**config.mk**
```make
export PLATFORM = sky130hd
export DESIGN_NAME = pmw_phy_mgmt_write_port
export DESIGN_NICKNAME = d
export VERILOG_FILES = /design/src/pmw_pkg.sv /design/src/pmw_phy_mgmt_write_port.sv
export SDC_FILE = /design/constraint.sdc
export NUM_CORES = 1
export LEC_CHECK = 0
export BUFFER_PORTS_ARGS = -buffer_cell sky130_fd_sc_hd__buf_4
export CAP_MARGIN = 10
export CORE_MARGIN = 2
export CORE_UTILIZATION = 58
export CTS_BUF_LIST = sky130_fd_sc_hd__clkbuf_8
export DETAILED_ROUTE_END_ITERATION = 7
export PLACE_DENSITY = 0.92
export SETUP_SLACK_MARGIN = 0.4
export SLEW_MARGIN = 5
export SYNTH_ARGS = -nofsm -noshare
export SYNTH_HDL_FRONTEND = slang
export SYNTH_SLANG_ARGS = --single-unit
```
**constraint.sdc**
```tcl
create_clock -name ref_clk -period 2.6 [get_ports ref_clk]
set_clock_uncertainty 0.15 [all_clocks]
set_input_delay 0.26 -clock ref_clk [delete_from_list [all_inputs] [get_ports ref_clk]]
set_output_delay 0.26 -clock ref_clk [all_outputs]
set_load 0.05 [all_outputs]
```
**src/pmw_pkg.sv**
```systemverilog
// Package for the PHY management write port: offsets, fields, states and carriers
// Overview of operation
// RULE_01: Only loader reaches registers; host accesses ignored
// RULE_02: Data register low 16 bits, write-only, reset zero
// RULE_03: Loader writes data before control register
// RULE_04: Control write launches cycle with current data
// RULE_05: Control bits 15:11 select target PHY
// RULE_06: Control bits 10:6 select register index
// RULE_07: Loader writes reserved bit 1 as one
// RULE_08: Data at 0A4h, control at 0A8h, paired
// RULE_09: Write-only pair, no read-back path
// RULE_10: Loader waits for cycle end before rewriting
// RULE_11: Reserved bits read zero and ignore writes
package pmw_pkg;
    localparam int unsigned ADDR_W = 12;
    localparam logic [11:0] OFS_WRITE_VALUE = 12'h0A4;
    localparam logic [11:0] OFS_CYCLE_CONTROL = 12'h0A8;
    localparam int unsigned DATA_MSB = 15;
    localparam int unsigned PHY_ADDR_MSB = 15;
    localparam int unsigned PHY_ADDR_LSB = 11;
    localparam int unsigned REG_IDX_MSB = 10;
    localparam int unsigned REG_IDX_LSB = 6;
    localparam logic [15:0] DATA_RESET = 16'h0000;
    localparam logic [4:0] FIELD_RESET = 5'h00;
    localparam int unsigned FRAME_BITS = 32;
    localparam logic [5:0] BIT_CNT_RESET = 6'h00;
    localparam logic [1:0] MGMT_START = 2'h1;
    localparam logic [1:0] MGMT_WRITE_OP = 2'h1;
    localparam logic [1:0] MGMT_TURN = 2'h2;

    typedef enum logic [2:0] {
        PMW_IDLE = 3'h1,
        PMW_SHIFT = 3'h2,
        PMW_DONE = 3'h4
    } pmw_state_t;

    // Loader-side write strobe with address and data
    typedef struct packed {
        logic wr;
        logic [11:0] addr;
        logic [31:0] wdata;
    } pmw_ldr_req_t;

    // Management serial outputs toward the PHYs
    typedef struct packed {
        logic mdc;
        logic mdio_o;
        logic mdio_oe;
    } pmw_mgmt_t;

    typedef struct packed {
        pmw_state_t st;
        logic [15:0] data;
        logic [4:0] phy_addr;
        logic [4:0] reg_idx;
        logic [31:0] frame;
        logic [5:0] bits_left;
        logic [7:0] div_cnt;
        logic busy;
        logic done;
        pmw_mgmt_t mgmt;
    } pmw_regs_t;
endpackage

```
**src/pmw_phy_mgmt_write_port.sv**
```systemverilog
// PHY management write port: loader-only register pair driving serial PHY write frames
`timescale 1ns/100ps
`default_nettype none
module pmw_phy_mgmt_write_port #(
    parameter int unsigned MDC_HALF = 2
) (
    input wire logic ref_clk,
    input wire logic srst,
    input wire pmw_pkg::pmw_ldr_req_t ldr_req,
    input wire logic host_wr,
    input wire logic [11:0] host_addr,
    output var pmw_pkg::pmw_mgmt_t mgmt,
    output logic busy,
    output logic cycle_done
);
    import pmw_pkg::*;

    pmw_regs_t r_q;
    pmw_regs_t r_d;
    logic [7:0] half_lim;

    assign half_lim = 8'(MDC_HALF - 1);

    // =====================================================
    // Next state
    always_comb
    begin
        r_d = r_q;
        r_d.done = 1'b0;
        // Host accesses are not decoded into state; host_unused only feeds a cover [RULE_01] [RULE_09]
        if (ldr_req.wr && ldr_req.addr == OFS_WRITE_VALUE)
        begin
            r_d.data = ldr_req.wdata[DATA_MSB:0]; // [RULE_02] [RULE_08] [RULE_11]
        end
        case (r_q.st)
            PMW_IDLE:
            begin
                r_d.mgmt.mdio_oe = 1'b0;
                r_d.mgmt.mdc = 1'b0;
                if (ldr_req.wr && ldr_req.addr == OFS_CYCLE_CONTROL)
                begin
                    r_d.phy_addr = ldr_req.wdata[PHY_ADDR_MSB:PHY_ADDR_LSB]; // [RULE_05]
                    r_d.reg_idx = ldr_req.wdata[REG_IDX_MSB:REG_IDX_LSB]; // [RULE_06]
                    // Frame uses data as held now [RULE_04]
                    r_d.frame = {MGMT_START, MGMT_WRITE_OP, ldr_req.wdata[PHY_ADDR_MSB:PHY_ADDR_LSB],
                        ldr_req.wdata[REG_IDX_MSB:REG_IDX_LSB], MGMT_TURN, r_q.data};
                    r_d.bits_left = 6'(FRAME_BITS);
                    r_d.div_cnt = 8'h00;
                    r_d.busy = 1'b1;
                    r_d.st = PMW_SHIFT;
                end
            end
            PMW_SHIFT:
            begin
                if (r_q.div_cnt == half_lim)
                begin
                    r_d.div_cnt = 8'h00;
                    r_d.mgmt.mdc = ~r_q.mgmt.mdc;
                    if (!r_q.mgmt.mdc)
                    begin
                        // Low-to-high: hold the current bit; the next bit is presented on the falling edge
                    end
                    else if (r_q.bits_left == BIT_CNT_RESET)
                    begin
                        r_d.st = PMW_DONE;
                    end
                    else
                    begin
                        r_d.mgmt.mdio_o = r_q.frame[FRAME_BITS-1];
                        r_d.mgmt.mdio_oe = 1'b1;
                        r_d.frame = {r_q.frame[FRAME_BITS-2:0], 1'b0};
                        r_d.bits_left = r_q.bits_left - 6'h01;
                    end
                end
                else
                begin
                    r_d.div_cnt = r_q.div_cnt + 8'h01;
                end
            end
            PMW_DONE:
            begin
                r_d.mgmt.mdio_oe = 1'b0;
                r_d.mgmt.mdc = 1'b0;
                r_d.busy = 1'b0;
                r_d.done = 1'b1;
                r_d.st = PMW_IDLE;
            end
            default:
            begin
                r_d.st = PMW_IDLE;
            end
        endcase
    end

    // =====================================================
    // State register
    always_ff @(posedge ref_clk)
    begin
        if (srst)
        begin
            r_q <= '0;
            r_q.st <= PMW_IDLE;
            r_q.data <= DATA_RESET;
            r_q.phy_addr <= FIELD_RESET;
            r_q.reg_idx <= FIELD_RESET;
        end
        else
        begin
            r_q <= r_d;
        end
    end

    assign mgmt = r_q.mgmt;
    assign busy = r_q.busy;
    assign cycle_done = r_q.done;

    // =====================================================
    // Assertions
    logic host_unused;
    assign host_unused = host_wr & (host_addr == OFS_WRITE_VALUE);

    property p_host_ignored;
        @(posedge ref_clk) disable iff (srst)
        (host_wr && !ldr_req.wr) |=> (r_q.data == $past(r_q.data));
    endproperty
    a_host_ignored: assert property (p_host_ignored) else $error("host write changed data"); // [RULE_01]

    property p_data_load;
        @(posedge ref_clk) disable iff (srst)
        (ldr_req.wr && ldr_req.addr == OFS_WRITE_VALUE) |=> (r_q.data == $past(ldr_req.wdata[DATA_MSB:0]));
    endproperty
    a_data_load: assert property (p_data_load) else $error("data not loaded"); // [RULE_02]

    property p_launch;
        @(posedge ref_clk) disable iff (srst)
        (r_q.st == PMW_IDLE && ldr_req.wr && ldr_req.addr == OFS_CYCLE_CONTROL) |=>
            (busy && !mgmt.mdc && !mgmt.mdio_oe);
    endproperty
    a_launch: assert property (p_launch) else $error("control write did not launch"); // [RULE_04]

    property p_fields;
        @(posedge ref_clk) disable iff (srst)
        (r_q.st == PMW_IDLE && ldr_req.wr && ldr_req.addr == OFS_CYCLE_CONTROL) |=>
            (r_q.phy_addr == $past(ldr_req.wdata[PHY_ADDR_MSB:PHY_ADDR_LSB])
            && r_q.reg_idx == $past(ldr_req.wdata[REG_IDX_MSB:REG_IDX_LSB]));
    endproperty
    a_fields: assert property (p_fields) else $error("address fields wrong"); // [RULE_05] [RULE_06]

    property p_no_other_offset;
        @(posedge ref_clk) disable iff (srst)
        (r_q.st == PMW_IDLE && !(ldr_req.wr && ldr_req.addr == OFS_CYCLE_CONTROL)) |=> !busy;
    endproperty
    a_no_other_offset: assert property (p_no_other_offset) else $error("cycle without control write"); // [RULE_08]

    property p_done_ends;
        @(posedge ref_clk) disable iff (srst)
        cycle_done |-> (!busy && !mgmt.mdio_oe);
    endproperty
    a_done_ends: assert property (p_done_ends) else $error("done while busy"); // [RULE_09]

    property p_idle_quiet;
        @(posedge ref_clk) disable iff (srst)
        (!busy) |-> (!mgmt.mdio_oe && !mgmt.mdc);
    endproperty
    a_idle_quiet: assert property (p_idle_quiet) else $error("bus active while idle"); // [RULE_11]

    property p_done_pulse;
        @(posedge ref_clk) disable iff (srst)
        cycle_done |=> !cycle_done;
    endproperty
    a_done_pulse: assert property (p_done_pulse) else $error("done longer than one cycle"); // [RULE_04]

    // =====================================================
    // Frame shape, refused-launch and data-hold checks
    property p_launch_count;
        @(posedge ref_clk) disable iff (srst)
        (r_q.st == PMW_IDLE && ldr_req.wr && ldr_req.addr == OFS_CYCLE_CONTROL) |=>
            (r_q.st == PMW_SHIFT && r_q.bits_left == 6'(FRAME_BITS));
    endproperty
    a_launch_count: assert property (p_launch_count) else $error("frame not armed"); // [RULE_04]

    property p_oe_in_frame;
        @(posedge ref_clk) disable iff (srst)
        mgmt.mdio_oe |-> busy;
    endproperty
    a_oe_in_frame: assert property (p_oe_in_frame) else $error("data pin driven outside frame"); // [RULE_04]

    property p_first_bit;
        @(posedge ref_clk) disable iff (srst)
        $rose(mgmt.mdio_oe) |-> (!mgmt.mdio_o && !mgmt.mdc);
    endproperty
    a_first_bit: assert property (p_first_bit) else $error("frame start bit wrong"); // [RULE_04]

    property p_bit_on_fall;
        @(posedge ref_clk) disable iff (srst)
        (busy && $changed(mgmt.mdio_o)) |-> $fell(mgmt.mdc);
    endproperty
    a_bit_on_fall: assert property (p_bit_on_fall) else $error("data moved off falling clock"); // [RULE_04]

    property p_all_bits_sent;
        @(posedge ref_clk) disable iff (srst)
        cycle_done |-> (r_q.bits_left == BIT_CNT_RESET);
    endproperty
    a_all_bits_sent: assert property (p_all_bits_sent) else $error("frame ended early"); // [RULE_04]

    property p_done_after_busy;
        @(posedge ref_clk) disable iff (srst)
        $fell(busy) |-> cycle_done;
    endproperty
    a_done_after_busy: assert property (p_done_after_busy) else $error("frame end not flagged"); // [RULE_04]

    property p_refused_launch;
        @(posedge ref_clk) disable iff (srst)
        (busy && ldr_req.wr && ldr_req.addr == OFS_CYCLE_CONTROL) |=>
            (r_q.phy_addr == $past(r_q.phy_addr) && r_q.reg_idx == $past(r_q.reg_idx));
    endproperty
    a_refused_launch: assert property (p_refused_launch) else $error("control taken while busy"); // [RULE_05] [RULE_06]

    property p_data_kept;
        @(posedge ref_clk) disable iff (srst)
        !(ldr_req.wr && ldr_req.addr == OFS_WRITE_VALUE) |=> (r_q.data == $past(r_q.data));
    endproperty
    a_data_kept: assert property (p_data_kept) else $error("data changed without data write"); // [RULE_02]

    c_launch: cover property (@(posedge ref_clk) disable iff (srst) $rose(busy));
    c_done: cover property (@(posedge ref_clk) disable iff (srst) cycle_done);
    c_host: cover property (@(posedge ref_clk) disable iff (srst) host_unused);
    c_refused: cover property (@(posedge ref_clk) disable iff (srst) busy && ldr_req.wr && ldr_req.addr == OFS_CYCLE_CONTROL);
endmodule
`default_nettype wire

```
==> flow_metrics.env <==
export IMPL_status="finished, final reports clean"
export IMPL_worst_slack_ns=0.467
export IMPL_num_fill_cells=446
export IMPL_ys_ff_latch=70
export IMPL_overflow=0
export IMPL_crit_path_top_delay_cell="nor3_1"
export IMPL_criticalPathCategory="reg2reg"
export IMPL_setup_viol_count_final=0
export IMPL_nets=496
export IMPL_track_usage_pct=23.3
export IMPL_yosysUniqueCellTypes=54
export IMPL_drive_gt1_share_pct=24.9
export IMPL_num_vias=2888
export IMPL_cap_violations=0
export IMPL_syn_area_mm2=0.00352
export IMPL_cpPeakStageDelay_ns=0.56
export IMPL_htreeDepth=3
export IMPL_leakagePower_nw=1.78
export IMPL_gr_max_usage_layer="met2"
export IMPL_core_area_mm2=0.00589
export IMPL_hp_class="in2reg"
export IMPL_critPathMaxFanout=13
export IMPL_detail_route_wl_per_cell_um=14.9
export IMPL_post_place_cells=485
export IMPL_die_area_mm2=0.00671
export IMPL_syn_to_final_growth_pct=18.3
export IMPL_critical_path_arrival_ns=2.22
export IMPL_fp_dieW_um=81.9
export IMPL_drc=0
export IMPL_synthArstFlopShare_pct=0
export IMPL_dp_slack_ns=0.231
export IMPL_grt_pass1_vias=2837
export IMPL_vdd_drop_max_mv=0.334
export IMPL_crit_path_end_kind="flop"
export IMPL_numCtsBuffers=9
export IMPL_drv_slew=0
export IMPL_gp_congestion=0.857
export IMPL_finalNonFillerCells=512
export IMPL_grt_max_degree=77
export IMPL_met1_usage_pct=26.2
export IMPL_tightest_slew_ns=0.732
export IMPL_initial_core_util_pct=59.8
export IMPL_clkLatencyLatePin_ns=0.34
export IMPL_fmax_mhz=469
export IMPL_grtUsageMet3_pct=6.37
export IMPL_worstPathRequired_ns=2.68
export IMPL_place_port_buffers=35
export IMPL_antenna_found_initial=0
export IMPL_relSlewSlack_pct=51.2
export IMPL_finalSetupTns_ns=0
export IMPL_clockBufferDepth=2
export IMPL_dr_first_iter_drc_count=132
export IMPL_numClockSinks=70
export IMPL_final_antenna_net_count=0
export IMPL_cts_root_buf="clkbuf_8"
export IMPL_synthCells=395
export IMPL_power_density_mw_per_mm2=477
export IMPL_die_h_um=81.9
export IMPL_hold_worst_slack_ns=0.0166
export IMPL_period_minus_slack_ns=2.13
export IMPL_postRouteWirelength_um=7620
export IMPL_ys_seq_area_share_pct=39.8
export IMPL_hold_violations=0
export IMPL_ys_warn_count=0
export IMPL_rsz0062_at_grt="yes"
export IMPL_hpwl_um=4540
export IMPL_grt_pass1_wl_um=12100
export IMPL_vias_per_cell=5.64
export IMPL_n_antenna_cell=0
export IMPL_path_cells="nor3_1 -> a31oi_4 -> a21o_4 -> clkbuf_16 -> mux2_4"
export IMPL_cts_tree="built"
export IMPL_period_share_pct=82.0
export IMPL_synth_edf_count=0
export IMPL_num_rows=28
export IMPL_ys_flop_type="dfxtp_1"
export IMPL_syn_num_nets=459
export IMPL_dr_pass1_iters=6
export IMPL_cp_start_kind="flop"
export IMPL_ios=65
export IMPL_syn_area_per_cell_um2=8.92
export IMPL_met2_usage_pct=40.7
export IMPL_path_clk_slew_ns=0.07
export IMPL_r2r_slack_ns=0.47
## state kept, by name, indices dropped and copies added (netlist names)
signal      cells
cycle_done      1
busy            1
r_q            65
mgmt            3
## synth_stat cells (6+ instances only)
cell type,number,share of area (%)
nand3_1,8,1.1
mux2i_1,17,4.8
mux2_2,11,3.5
nor2b_1,27,4.8
clkbuf_1,18,1.9
nand2_1,55,5.9
a21oi_1,39,5.5
nand2b_1,6,1.1
mux2_4,19,8.1
nor3_1,10,1.4
nor2_1,26,2.8
dfxtp_1,70,40
o21ai_0,6,0.85
inv_1,12,1.3
## cells in the final DEF, fill, tap and decap left out, types with 3 or more instances in the layout
cell type	n
dlygate4sd3_1	5
dfxtp_1	67
nor3b_1	3
mux2i_1	17
nand4_1	4
nand2_1	55
mux2_2	11
nor2b_1	27
a211oi_1	3
nor3_1	10
nand3_1	8
nand2b_1	6
nor2_1	26
o21ai_0	6
mux2_4	19
a31oi_1	3
inv_1	15
or3_1	4
buf_4	48
ha_1	4
and3_1	3
clkbuf_8	9
o32ai_1	5
dfxtp_2	3
a21oi_1	39
## kinds of logic (layout without fill, tap and decap cells)
logic type	after synthesis	after routing	synth area share, %
muxes	47	47	16.4
xor gates and xnor gates	2	2	0.497
buffers and inverters	41	83	5.83
AOI/OAI and AO/OA	68	68	11.8
adders and majority gates	4	4	1.42
DFF	70	70	39.8
and+or+nand+nor	163	163	24.2
## layout make-up
class | count | area, µm² | area share (%)
Multi-Input combinational cell | 284 | 1990 | 47.6
Sequential cell | 70 | 1410 | 33.7
Timing Repair Buffer | 55 | 455 | 10.9
Clock buffer | 9 | 124 | 2.97
Tap cell | 75 | 93.8 | 2.25
Clock inverter | 7 | 58.8 | 1.41
Inverter | 12 | 45.0 | 1.08
## stage by stage
stage | total power (W) | instance area (µm²) | utilization, %
finish | 0.00199 | 4170 | 70.8
global route | 0.00206 | 4170 | 70.8
CTS | 0.00200 | 4090 | 69.5
detailed placement | 0.00117 | 3800 | 64.6
global placement | 0.00117 | 3800 | 64.6
floorplan | 0.00113 | 3520 | -
## power by group
| group | internal, W | switching, W |
|---|---|---|
| combinational | 0.0000458 | 0.0000412 |
| sequential | 0.00107 | 0.0000000456 |
| clock | 0.000429 | 0.000399 |
| total | 0.00155 | 0.000440 |
## worst paths after layout
kind,from,end,cells past startpoint
worst min register to register,busy,busy,2
worst max-delay path,r_q[7],r_q[38],5
worst max register to register,r_q[7],r_q[38],5
worst min-delay path,ldr_req[0],r_q[61],3
## critical path: cells and delay by family, from the launching register on
family,cells,cell delay [ns]
compound gates,2,0.45
buf+inv,1,0.19
flops,1,0.36
mux,1,0.30
simple gates,1,0.56
## layer usage
metal,vias up,share of wire [%],wire (µm)
met1,1352,41,3160
met3,18,4.6,348
met5,-,0,0
met2,73,52,3950
met4,0,2.1,162
li1,1445,-,-
## repair_timing
action / CTS / global route
gates cloned: 0 / 1
pin swaps: 1 / 1
gates resized for setup: 3 / 10
hold buffers: 5 / 0
endpoints found under the hold margin: 5 / 0
endpoints found under the setup margin: 36 / 39
setup buffers: 4 / 1
(Power assumes the default switching activity.)
